$ cat src/logic/vco_prbs_consts.svh
// Offsets, field positions, reset values and timing counts of the channel control
`ifndef VCO_PRBS_CONSTS_SVH
`define VCO_PRBS_CONSTS_SVH

// Register offsets
`define OFS_CAP_COUNT     8'h08
`define OFS_OVERRIDES     8'h09
`define OFS_GEN_CLK_EN    8'h0D
`define OFS_SD_FORCE      8'h14
`define OFS_DIV_SELECT    8'h18
`define OFS_PUMP_CTRL     8'h1B
`define OFS_OUT_SELECT    8'h1E
`define OFS_LOOP_DAC      8'h1F
`define OFS_GEN_CONFIG    8'h30

// Field positions
`define BIT_OVR_DIV       2
`define BIT_OVR_PUMP      3
`define BIT_OVR_MUX       5
`define BIT_OVR_LOOP      6
`define BIT_OVR_CAP       7
`define BIT_GEN_CLK_EN    5
`define BIT_SD_FORCE_ON   7
`define BIT_SD_FORCE_OFF  6
`define BIT_GEN_ENABLE    4
`define BIT_GEN_CLK_RUN   3
`define DIV_MSB           6
`define DIV_LSB           4
`define MUX_MSB           7
`define MUX_LSB           5
`define DAC_MSB           4
`define SEQ_MSB           1

// Field codes
`define SEQ_CODE_LONG     2'h2
`define PUMP_CODE_OFF     2'h0
`define DIV_CODE_MAX      3'h4

// Reset values
`define RST_ZERO          8'h00
`define RST_OUT_SELECT    8'hE0

// Free-running VCO stand-in: one generator step every so many cycles
`define FREE_RUN_DIV      4'hA

`endif

$ cat src/logic/vco_prbs_pkg.sv
// Types shared by the channel control files
`default_nettype none
package vco_prbs_pkg;

   // Output multiplexer sources
   typedef enum logic [2:0] {
      OUT_RAW     = 3'h0,
      OUT_RETIMED = 3'h1,
      OUT_ICLK    = 3'h2,
      OUT_QCLK    = 3'h3,
      OUT_PRBS    = 3'h4,
      OUT_CLK10M  = 3'h5,
      OUT_BAD     = 3'h6,
      OUT_MUTE    = 3'h7
   } out_src_e;

   typedef logic [1:0] chan_t;
   typedef logic [7:0] byte_t;

endpackage : vco_prbs_pkg
`default_nettype wire

$ cat src/logic/prbs_gen.sv
// Pseudo-random bit generator with 9-bit and 31-bit sequences
`timescale 1ns/10ps
`default_nettype none
module prbs_gen (
   // Clock and reset
   input  wire logic sys_clk_i,
   input  wire logic rst_i,
   // Control
   input  wire logic enable_i,
   input  wire logic hold_i,
   input  wire logic step_i,
   input  wire logic long_i,
   // Sequence out
   output logic      bit_o
);

   logic [30:0] lfsr_q;
   logic [30:0] lfsr_d;
   logic        bit_q;
   logic        bit_d;
   logic        fb;

   // Next state: held seeded while disabled or on hold, otherwise shifts on each step
   always_comb begin
      lfsr_d = lfsr_q;
      bit_d  = bit_q;
      fb     = long_i ? (lfsr_q[30] ^ lfsr_q[27]) : (lfsr_q[8] ^ lfsr_q[4]);
      if (!enable_i) begin
         lfsr_d = '1;
         bit_d  = 1'b0;
      end else if (hold_i) begin
         lfsr_d = '1;
      end else if (step_i) begin
         lfsr_d = {lfsr_q[29:0], fb};
         bit_d  = fb;
      end
   end

   // Register the generator state
   always_ff @(posedge sys_clk_i or posedge rst_i) begin
      if (rst_i) begin
         lfsr_q <= '1;
         bit_q  <= 1'b0;
      end else begin
         lfsr_q <= lfsr_d;
         bit_q  <= bit_d;
      end
   end

   assign bit_o = bit_q;

endmodule // prbs_gen
`default_nettype wire

$ cat src/logic/vco_prbs_ctrl.sv
// Four-channel VCO override and sequence generator control registers
`timescale 1ns/10ps
`default_nettype none
`include "vco_prbs_consts.svh"
module vco_prbs_ctrl (
   // Clock and reset
   input  wire logic         sys_clk_i,
   input  wire logic         rst_i,
   // Management port
   input  wire logic         mgmt_wr_i,
   input  wire logic         mgmt_rd_i,
   input  wire logic [1:0]   mgmt_chan_i,
   input  wire logic [7:0]   mgmt_addr_i,
   input  wire logic [7:0]   mgmt_wdata_i,
   output logic [7:0]        mgmt_rdata_o,
   output logic              mgmt_rvalid_o,
   // Channel status
   input  wire logic [3:0]   sig_detect_i,
   input  wire logic [3:0]   cdr_locked_i,
   input  wire logic [3:0]   vco_tick_i,
   input  wire logic [11:0]  auto_div_code_i,
   input  wire logic [3:0]   retimed_bit_i,
   input  wire logic [3:0]   raw_bit_i,
   // Channel controls
   output logic [19:0]       vco_div_ratio_o,
   output logic [3:0]        chan_enable_o,
   output logic [3:0]        pump_enable_o,
   output logic [3:0]        cap_override_o,
   output logic [19:0]       cap_count_o,
   output logic [3:0]        loop_filter_voltage_source_en_o,
   output logic [19:0]       loop_filter_voltage_source_o,
   output logic [11:0]       out_src_o,
   output logic [3:0]        out_bit_o
);

   localparam int NCH = 4;

   // Per-channel register copies
   // Output select resets with its mux field at mute
   logic [7:0] cap_q [NCH];
   logic [7:0] cap_d [NCH];
   logic [7:0] ovr_q [NCH];
   logic [7:0] ovr_d [NCH];
   logic [7:0] gck_q [NCH];
   logic [7:0] gck_d [NCH];
   logic [7:0] sdf_q [NCH];
   logic [7:0] sdf_d [NCH];
   logic [7:0] div_q [NCH];
   logic [7:0] div_d [NCH];
   logic [7:0] pmp_q [NCH];
   logic [7:0] pmp_d [NCH];
   logic [7:0] osl_q [NCH];
   logic [7:0] osl_d [NCH];
   logic [7:0] dac_q [NCH];
   logic [7:0] dac_d [NCH];
   logic [7:0] gcf_q [NCH];
   logic [7:0] gcf_d [NCH];

   // Read answer
   logic [7:0] rdata_q;
   logic [7:0] rdata_d;
   logic       rvalid_q;
   logic       rvalid_d;

   // Detect synchroniser, free-run pacing and generator bits
   logic [3:0] sd_meta_q;
   logic [3:0] sd_sync_q;
   logic [3:0] tick_cnt_q;
   logic [3:0] tick_cnt_d;
   logic       free_tick;
   logic [3:0] prbs_bit;

   // Divide code to ratio, codes above the last valid one give divide 1
   // Software must not write those codes; the fallback only keeps it safe
   function automatic logic [4:0] div_ratio(input logic [2:0] code);
      logic [4:0] r;
      r = 5'h01;
      if (code <= `DIV_CODE_MAX) begin
         r = 5'(5'h01 << code);
      end
      return r;
   endfunction

   // Register writes, each reaching only the addressed channel
   // A write to an unmapped offset changes nothing
   always_comb begin
      for (int c = 0; c < NCH; c++) begin
         cap_d[c] = cap_q[c];
         ovr_d[c] = ovr_q[c];
         gck_d[c] = gck_q[c];
         sdf_d[c] = sdf_q[c];
         div_d[c] = div_q[c];
         pmp_d[c] = pmp_q[c];
         osl_d[c] = osl_q[c];
         dac_d[c] = dac_q[c];
         gcf_d[c] = gcf_q[c];
         if (mgmt_wr_i && (mgmt_chan_i == 2'(c))) begin
            case (mgmt_addr_i)
               `OFS_CAP_COUNT:  cap_d[c] = mgmt_wdata_i;
               `OFS_OVERRIDES:  ovr_d[c] = mgmt_wdata_i;
               `OFS_GEN_CLK_EN: gck_d[c] = mgmt_wdata_i;
               `OFS_SD_FORCE:   sdf_d[c] = mgmt_wdata_i;
               `OFS_DIV_SELECT: div_d[c] = mgmt_wdata_i;
               `OFS_PUMP_CTRL:  pmp_d[c] = mgmt_wdata_i;
               `OFS_OUT_SELECT: osl_d[c] = mgmt_wdata_i;
               `OFS_LOOP_DAC:   dac_d[c] = mgmt_wdata_i;
               `OFS_GEN_CONFIG: gcf_d[c] = mgmt_wdata_i;
               default: ;
            endcase
         end
      end
   end

   // Register the control copies
   always_ff @(posedge sys_clk_i or posedge rst_i) begin
      if (rst_i) begin
         for (int c = 0; c < NCH; c++) begin
            cap_q[c] <= `RST_ZERO;
            ovr_q[c] <= `RST_ZERO;
            gck_q[c] <= `RST_ZERO;
            sdf_q[c] <= `RST_ZERO;
            div_q[c] <= `RST_ZERO;
            pmp_q[c] <= `RST_ZERO;
            osl_q[c] <= `RST_OUT_SELECT;
            dac_q[c] <= `RST_ZERO;
            gcf_q[c] <= `RST_ZERO;
         end
      end else begin
         for (int c = 0; c < NCH; c++) begin
            cap_q[c] <= cap_d[c];
            ovr_q[c] <= ovr_d[c];
            gck_q[c] <= gck_d[c];
            sdf_q[c] <= sdf_d[c];
            div_q[c] <= div_d[c];
            pmp_q[c] <= pmp_d[c];
            osl_q[c] <= osl_d[c];
            dac_q[c] <= dac_d[c];
            gcf_q[c] <= gcf_d[c];
         end
      end
   end

   // Read data for the addressed channel, unmapped offsets read zero
   // The answer pulse follows every read, mapped or not
   always_comb begin
      rdata_d  = rdata_q;
      rvalid_d = mgmt_rd_i;
      if (mgmt_rd_i) begin
         case (mgmt_addr_i)
            `OFS_CAP_COUNT:  rdata_d = cap_q[mgmt_chan_i];
            `OFS_OVERRIDES:  rdata_d = ovr_q[mgmt_chan_i];
            `OFS_GEN_CLK_EN: rdata_d = gck_q[mgmt_chan_i];
            `OFS_SD_FORCE:   rdata_d = sdf_q[mgmt_chan_i];
            `OFS_DIV_SELECT: rdata_d = div_q[mgmt_chan_i];
            `OFS_PUMP_CTRL:  rdata_d = pmp_q[mgmt_chan_i];
            `OFS_OUT_SELECT: rdata_d = osl_q[mgmt_chan_i];
            `OFS_LOOP_DAC:   rdata_d = dac_q[mgmt_chan_i];
            `OFS_GEN_CONFIG: rdata_d = gcf_q[mgmt_chan_i];
            default:         rdata_d = `RST_ZERO;
         endcase
      end
   end

   // Register the read answer
   always_ff @(posedge sys_clk_i or posedge rst_i) begin
      if (rst_i) begin
         rdata_q  <= `RST_ZERO;
         rvalid_q <= 1'b0;
      end else begin
         rdata_q  <= rdata_d;
         rvalid_q <= rvalid_d;
      end
   end

   // Read outputs come straight from flip-flops
   assign mgmt_rdata_o  = rdata_q;
   assign mgmt_rvalid_o = rvalid_q;

   // Signal detect pins pass two flip-flops
   // Detect comes from the analog side, so only the second stage is read
   always_ff @(posedge sys_clk_i or posedge rst_i) begin
      if (rst_i) begin
         sd_meta_q <= 4'h0;
         sd_sync_q <= 4'h0;
      end else begin
         sd_meta_q <= sig_detect_i;
         sd_sync_q <= sd_meta_q;
      end
   end

   // Free-running VCO stand-in, one-cycle step enable
   // The real oscillator is analog; this counter only paces the generator
   always_comb begin
      tick_cnt_d = tick_cnt_q + 4'h1;
      if (tick_cnt_q == (`FREE_RUN_DIV - 4'h1)) begin
         tick_cnt_d = 4'h0;
      end
   end

   // Register the pacing counter
   always_ff @(posedge sys_clk_i or posedge rst_i) begin
      if (rst_i) begin
         tick_cnt_q <= 4'h0;
      end else begin
         tick_cnt_q <= tick_cnt_d;
      end
   end

   // Step pulse on the counter's zero state
   assign free_tick = (tick_cnt_q == 4'h0);

   // Per-channel control outputs and generator
   // Each channel reads only its own copies, so channels stay apart
   for (genvar c = 0; c < NCH; c++) begin : g_chan
      logic       sd_on;
      logic       pump_off;
      logic       gen_step;
      logic [2:0] sel;
      logic [2:0] div_code;
      // Registered output bit
      logic       out_d;
      logic       out_q;

      // Forced detect enables the channel; the force-off bit powers it down over any input
      assign sd_on = (sdf_q[c][`BIT_SD_FORCE_ON] &
                      ~sdf_q[c][`BIT_SD_FORCE_OFF]) |
                     (sd_sync_q[c] & ~sdf_q[c][`BIT_SD_FORCE_OFF]);
      assign chan_enable_o[c] = sd_on;

      // Charge pump off makes the VCO free-run
      // Both the override bit and the pump field must agree
      assign pump_off = ovr_q[c][`BIT_OVR_PUMP] &
                        (pmp_q[c][1:0] == `PUMP_CODE_OFF);
      assign pump_enable_o[c] = ~pump_off;

      // Divide ratio: automatic unless overridden
      assign div_code = ovr_q[c][`BIT_OVR_DIV] ?
                        div_q[c][`DIV_MSB:`DIV_LSB] :
                        auto_div_code_i[3*c +: 3];
      assign vco_div_ratio_o[5*c +: 5] = div_ratio(div_code);

      // Capacitor and loop filter overrides
      assign cap_override_o[c] = ovr_q[c][`BIT_OVR_CAP];
      assign cap_count_o[5*c +: 5] = cap_q[c][`DAC_MSB:0];
      assign loop_filter_voltage_source_en_o[c] =
             ovr_q[c][`BIT_OVR_LOOP];
      assign loop_filter_voltage_source_o[5*c +: 5] =
             dac_q[c][`DAC_MSB:0];

      // Step on the locked VCO, or on the free-running one
      // Unless the pump is off, there is nothing to step on without a locked, detected input
      assign gen_step = gck_q[c][`BIT_GEN_CLK_EN] &
                        (pump_off ? free_tick :
                         (vco_tick_i[c] & cdr_locked_i[c] & sd_on));

      // One generator per channel, paced by its own step
      prbs_gen u_prbs (
         .sys_clk_i (sys_clk_i),
         .rst_i     (rst_i),
         .enable_i  (osl_q[c][`BIT_GEN_ENABLE]),
         .hold_i    (~gcf_q[c][`BIT_GEN_CLK_RUN]),
         .step_i    (gen_step),
         .long_i    (gcf_q[c][`SEQ_MSB:0] == `SEQ_CODE_LONG),
         .bit_o     (prbs_bit[c])
      );

      // Output source: override, then mute when undetected, locked default, unlocked field
      // Detected but unlocked, without override, shows the select field, mute by default
      always_comb begin
         if (ovr_q[c][`BIT_OVR_MUX]) begin
            sel = osl_q[c][`MUX_MSB:`MUX_LSB];
         end else if (!sd_on) begin
            sel = vco_prbs_pkg::OUT_MUTE;
         end else if (cdr_locked_i[c]) begin
            sel = vco_prbs_pkg::OUT_RETIMED;
         end else begin
            sel = osl_q[c][`MUX_MSB:`MUX_LSB];
         end
      end
      assign out_src_o[3*c +: 3] = sel;

      // Output bit per source; clock sources are shown muted here
      // Only raw data, retimed data and the generator have a bit to show
      always_comb begin
         case (sel)
            vco_prbs_pkg::OUT_RAW:     out_d = raw_bit_i[c];
            vco_prbs_pkg::OUT_RETIMED: out_d = retimed_bit_i[c];
            vco_prbs_pkg::OUT_PRBS:    out_d = prbs_bit[c];
            default:                   out_d = 1'b0;
         endcase
      end

      // Register the output bit
      always_ff @(posedge sys_clk_i or posedge rst_i) begin
         if (rst_i) begin
            out_q <= 1'b0;
         end else begin
            out_q <= out_d;
         end
      end

      assign out_bit_o[c] = out_q;
   end

endmodule // vco_prbs_ctrl
`default_nettype wire

$ cat config.mk
export PLATFORM = sky130hd
export DESIGN_NAME = vco_prbs_ctrl
export DESIGN_NICKNAME = d
export VERILOG_FILES = /design/src/logic/vco_prbs_pkg.sv /design/src/logic/prbs_gen.sv /design/src/logic/vco_prbs_ctrl.sv
export VERILOG_INCLUDE_DIRS = /design/src /design/src/logic
export SDC_FILE = /design/constraint.sdc
export NUM_CORES = 1
export LEC_CHECK = 0
export ABC_AREA = 1
export BUFFER_PORTS_ARGS = -buffer_cell sky130_fd_sc_hd__buf_2
export CORE_ASPECT_RATIO = 1.75
export CORE_UTILIZATION = 45
export CTS_CLUSTER_SIZE = 14
export DETAILED_ROUTE_END_ITERATION = 6
export HOLD_SLACK_MARGIN = 0.02
export PLACE_DENSITY_LB_ADDON = 0.15
export SYNTH_ARGS = -nofsm -noshare
export SYNTH_HDL_FRONTEND = slang
export SYNTH_HIERARCHICAL = 1
export SYNTH_SLANG_ARGS = --single-unit
$ cat constraint.sdc
create_clock -name sys_clk_i -period 15.6 [get_ports sys_clk_i]
set_clock_uncertainty 0.1 [all_clocks]
set_input_delay 3.12 -clock sys_clk_i [delete_from_list [all_inputs] [get_ports sys_clk_i]]
set_output_delay 3.12 -clock sys_clk_i [all_outputs]
set_load 0.05 [all_outputs]
### Yosys cells after proc, flatten, opt, wreduce, memory -nomap -nowiden

Cells that the tools add are included.

| storage, ports and cells | value |
|---|---|
| register bits | 441 |
| input port bits | 54 |
| output and inout port bits | 101 |
| logic and storage cells | 284 |

| operators by class | value |
|---|---|
| add/subtract/negate cells | 1 |
| magnitude comparators | 5 |
| eq/ne operators | 37 |
| shift operators | 4 |
| mux-type cells | 85 |
| bitwise operators | 45 |
| reductions and logical operators | 54 |

Operator list:

| operator | count |
|---|---|
| $mux W31 | 12 |
| $bmux W8 S2 | 9 |
| $mux W8 | 18 |
| $reduce_and A2 Y1 | 40 |
| $pmux W8 S9 | 1 |
| $mux W3 | 16 |
| $eq A8 B5 Y1 const B | 5 |
| $and A1 B1 Y1 | 24 |
| $eq A8 B4 Y1 const B | 3 |
| $mux W1 | 20 |
| $mux W5 | 4 |
| $shl A1 B3 Y5 const A | 4 |
| $ne A2 B1 Y1 const B | 8 |
| $eq A2 B2 Y1 const B | 6 |
| $eq A3 B1 Y1 const B | 4 |
| $eq A3 B3 Y1 const B | 4 |
| $le A3 B3 Y1 const B | 4 |
| $logic_not A3 Y1 | 4 |
| $ne A3 B2 Y1 const B | 4 |
| $pmux W1 S3 | 4 |
| $logic_not A2 Y1 | 5 |
| $eq A8 B6 Y1 const B | 1 |
| $not A1 Y1 | 8 |
| $xor A1 B1 Y1 | 8 |
| other kinds (9) | 15 |

### Longest topological paths before layout

| logic depth | value |
|---|---|
| depth in word-level cells | 9 |
| gate-level depth with buffers | 14 |
| depth with buffers taken out | 11 |

### Cells and area by module

Netlist, hierarchy kept.

By module, submodules not included:

| module | instances | cells each | area an instance (µm²) | sequential area each (µm²) |
|---|---|---|---|---|
| vco_prbs_ctrl | 1 | 2,114 | 15,620.0 | 7,847.5 |
| prbs_gen | 4 | 124 | 1,326.3 | 839.6 |

### Worst setup path before layout

Ideal clock, no wire load.

| timing | value |
|---|---|
| path kind | input to output |
| start | in auto_div_code_i[7] |
| end | out vco_div_ratio_o[11] |
| arrival time | 5,185 ps |
| required time | 12,380 ps |
| setup slack | 7,195 ps |
| stages | 7 |
| path buffers | 0 |
| cells stage by stage | o21ai_0 -> inv_1 -> nor2_1 -> inv_1 -> ha_1 -> or2_2 -> nor3_1 |

| on the way | value |
|---|---|
| longest elaborated chain between the ends | 3 |
| elaborated cells between the ends (all ways) | 4 |
| those cells by class | 1 x order compare; 1 x shift; 2 x mux |

Ends and longest elaborated chain:

| element | RTL line | RTL |
|---|---|---|
| from (decl) | vco_prbs_ctrl.sv:21 | `input wire logic [11:0] auto_div_code_i,` |
| $mux W3 (*) | vco_prbs_ctrl.sv:237 | `` assign div_code = ovr_q[c][`BIT_OVR_DIV] ? `` |
| $le A3 B3 Y1 (no line) or $shl A1 B3 Y5 (tied branches) | - |  |
| $mux W5 (*) | vco_prbs_ctrl.sv:78 | `` if (code <= `DIV_CODE_MAX) begin `` |
| to (decl) | vco_prbs_ctrl.sv:25 | `output logic [19:0] vco_div_ratio_o,` |

Every way passes the cells marked *; elsewhere a longest branch is shown, timed or not.

### Final worst setup path

| timing | value |
|---|---|
| start | in auto_div_code_i[1] |
| end | out vco_div_ratio_o[1] |

The elaborated chain is that of the path after synthesis.

==> run_results.csv <==
group,metric,value,unit
cells_and_area,final_cells,3254,
clock_network,hold_buffers,0,
grt,grt.overflow.total,0,
floorplan,fp.coreArea,45930,um^2
timing,rsz0062_at_grt,"false",
logic_synthesis,synth_seq_cells,441,
clock_network,clock_latency,0.55,ns
routing,ant_nets,0,
place,post-place-cells,3176,
logic_synthesis,ys_warn_count,6,
logic_synthesis,synth_area_leader_cell,"dfrtp_1",
pwr,leakagePower,11.98,nW
cells_and_area,nFillCells,4535,
timing,tns,0,ns
setup_path,crit_required,12.38,ns
timing,fmax,124.4,MHz
logic_synthesis,synth.area.top_cells,"dfrtp_1 (36%), nand2_1 (20%), dfstp_2 (17%)",
routing,drtPass1Iterations,6,
cells_and_area,register_area,11210,um^2
cells_and_area,final_net_count,2699,
setup_path,ff2ff_path_depth,10,
clock_network,clockBufferDepth,3,
cells_and_area,final_common_cell,"nand2_1",
timing,drv_slew,0,
hold_path,hold_class,"reg2reg",
logic_synthesis,ys_seq_area_share,53.55,%
logic_synthesis,syn_inst,2610,
floorplan,die_x,165.0,um
routing,drc,0,
cells_and_area,layout_common_cells,"nand2_1 (1096), dfrtp_1 (305), o21ai_0 (292)",
floorplan,dieArea,47400,um^2
timing,hold_viol,0,
logic_synthesis,synthFlopType,"dfrtp_1",
pwr,power_density,103.8,nW/um^2
clock_network,clk_pin_slew,0.06,ns
run_status,status,"finished clean",
logic_synthesis,syn_area,20930,um^2
grt,first_global_vias,16449,
pwr,finalPower,2.378,mW
clock_network,cts_buffers,42,
grt,grt_first_pass_wirelength,91150,um
timing,worst_pin_slew,1.219,ns
setup_path,crit_type,"in2out",
logic_synthesis,synth-async-reset-ratio,100.0,%
hold_path,whs_path_depth,0,
setup_path,path_max_fanout,3,
setup_path,cp-start-kind,"input pin",
place,place.port_buffers,154,
grt,antenna_found_initial,4,
cells_and_area,multi_input_area,7729,um^2
setup_path,worst_ep_arrival_time,4.82,ns
clock_network,clkSinkCount,441,
logic_synthesis,synth-edff-count,0,
place,hpwl,37720,um
routing,via_count,16876,
timing,relSlewSlack,18.62,%
logic_synthesis,yosysTopAreaCellShare,36.47,%
routing,first_iter_violations,1306,
routing,viasPerCell,5.186,
logic_synthesis,syn_nets,2672,
flow_run,maxCapViolations,0,
floorplan,io-pin-count,155,
timing,final-setup-viol-count,0,
routing,wl,57790,um
timing,holdWs,0.2507,ns
timing,post-route-min-period,8.036,ns
routing,post_drt_wl_per_cell,17.76,um
clock_network,cts_setup_buffers,0,
place,routabilityCongestion,0.8533,
floorplan,initial_core_util,45.55,%
floorplan,fp.dieH,287.3,um
cells_and_area,drive_gt1_share,16.26,%
cells_and_area,syn_to_final_growth,9.513,%
clock_network,cts_tree,"built",
logic_synthesis,syn_area_per_cell,8.017,um^2
clock_network,htree_levels,2,
pwr,ir_drop,88.28,uV
floorplan,rows,104,
grt,grt_max_degree,191,
setup_path,end_kind,"output port",
clock_network,cts-root-buf,"clkbuf_16",
grt,grt_usage,24.97,%
logic_synthesis,synth.distinct_cells,31,
clock_network,cts_resized,0,
timing,post-route-period-util,51.51,%
[critical path, cell delays in order]
cell and delay (ns):
buf_2 0.09, o21ai_0 0.30, inv_1 0.10, nor2_1 0.17
inv_1 0.07, ha_1 0.19, or2_2 0.30, nor3_1 0.19
buf_2 0.29
[logic make-up (layout without fill, tap and decap cells)]
family,Yosys count,count (layout),synth area share (%)
other cells,0,2,0
buf+inv,419,478,9.525
flops,441,441,53.55
compound gates,442,442,11.99
simple gates,1299,1299,24.41
xor+xnor,1,1,0.04186
fa+ha+maj,8,8,0.4784
[layout make-up]
class                           instances  share of cell area, %
Sequential cell                       441                  48.90
Multi-Input combinational cell       1750                  33.73
Clock buffer                           67                  5.842
Timing Repair Buffer                  176                  4.150
Inverter                              226                  3.746
Tap cell                              583                  3.183
Clock inverter                          9                 0.4313
Antenna cell                            2                0.02184
[cell usage after synthesis, types with 2 or more instances]
library cell and instances:
nand2_1 1096, nand3_1 54, nor3_4 2, nor2_4 2
nand2_4 4, dfstp_2 136, clkinv_1 2, buf_2 58
nor3_1 15, inv_2 16, nand2_2 6, buf_6 6
buf_1 2, buf_4 80, ha_1 8, clkbuf_1 47
dfrtp_1 305, nor2_1 96, or2_2 8, nor2_2 13
a21oi_1 21, nand4_1 2, inv_1 207, a22oi_1 116
o21ai_0 292, o21ai_1 11
[where the power goes]
group	switching, mW	internal (mW)	leakage [nW]
registers	0.00845	1.16	5.65
clock network	0.443	0.621	0.714
logic	0.119	0.0278	5.62
[layer usage]
layer / share of wire [%] / up-vias / track usage (%)
met5: 0.057 / - / 0
met4: 4.2 / 4 / 10.23
met3: 5.3 / 104 / 3.622
met2: 50 / 483 / 42.89
met1: 41 / 8088 / 31.10
li1: - / 8197 / -
[metrics by stage]
| stage | util (%) | worst slack (ns) | area (um^2) |
|---|---|---|---|
| detailed placement | 46.75 | 7.537 | 21470 |
| floorplan | - | 3.742 | 20930 |
| global route | 49.88 | 7.376 | 22910 |
| finish | 49.89 | 7.564 | 22920 |
| CTS | 49.88 | 7.532 | 22910 |
| global placement | 46.75 | 7.631 | 21470 |
[flip-flops by register name, summed over array words and instances (netlist names), 8 cells and up]
name and cells:
g_chan.u_prbs/lfsr_q 124, div_q 32, gcf_q 32, gck_q 32, osl_q 32, pmp_q 32, sdf_q 32, ovr_q 24
cap_count_o 20, loop_filter_voltage_source_o 20, cap_q 12, dac_q 12, mgmt_rdata_o 8
[path summary, 6_finish.rpt]
check / slack (ns) / from / endpoint
setup / recovery: 7.56 / auto_div_code_i[1] / vco_div_ratio_o[1]
hold / removal: 0.25 / sd_meta_q[3] / sd_sync_q[3]
setup reg to reg: 12.46 / sdf_q[23] / g_chan[1].u_prbs/bit_o
hold reg to reg: 0.25 / sd_meta_q[3] / sd_sync_q[3]
max in group asynchronous: 11.11 / rst_i / pmp_q[11]
min in group asynchronous: 2.66 / rst_i / g_chan[2].u_prbs/bit_o
No activity file was read; power rests on OpenSTA's default activity.
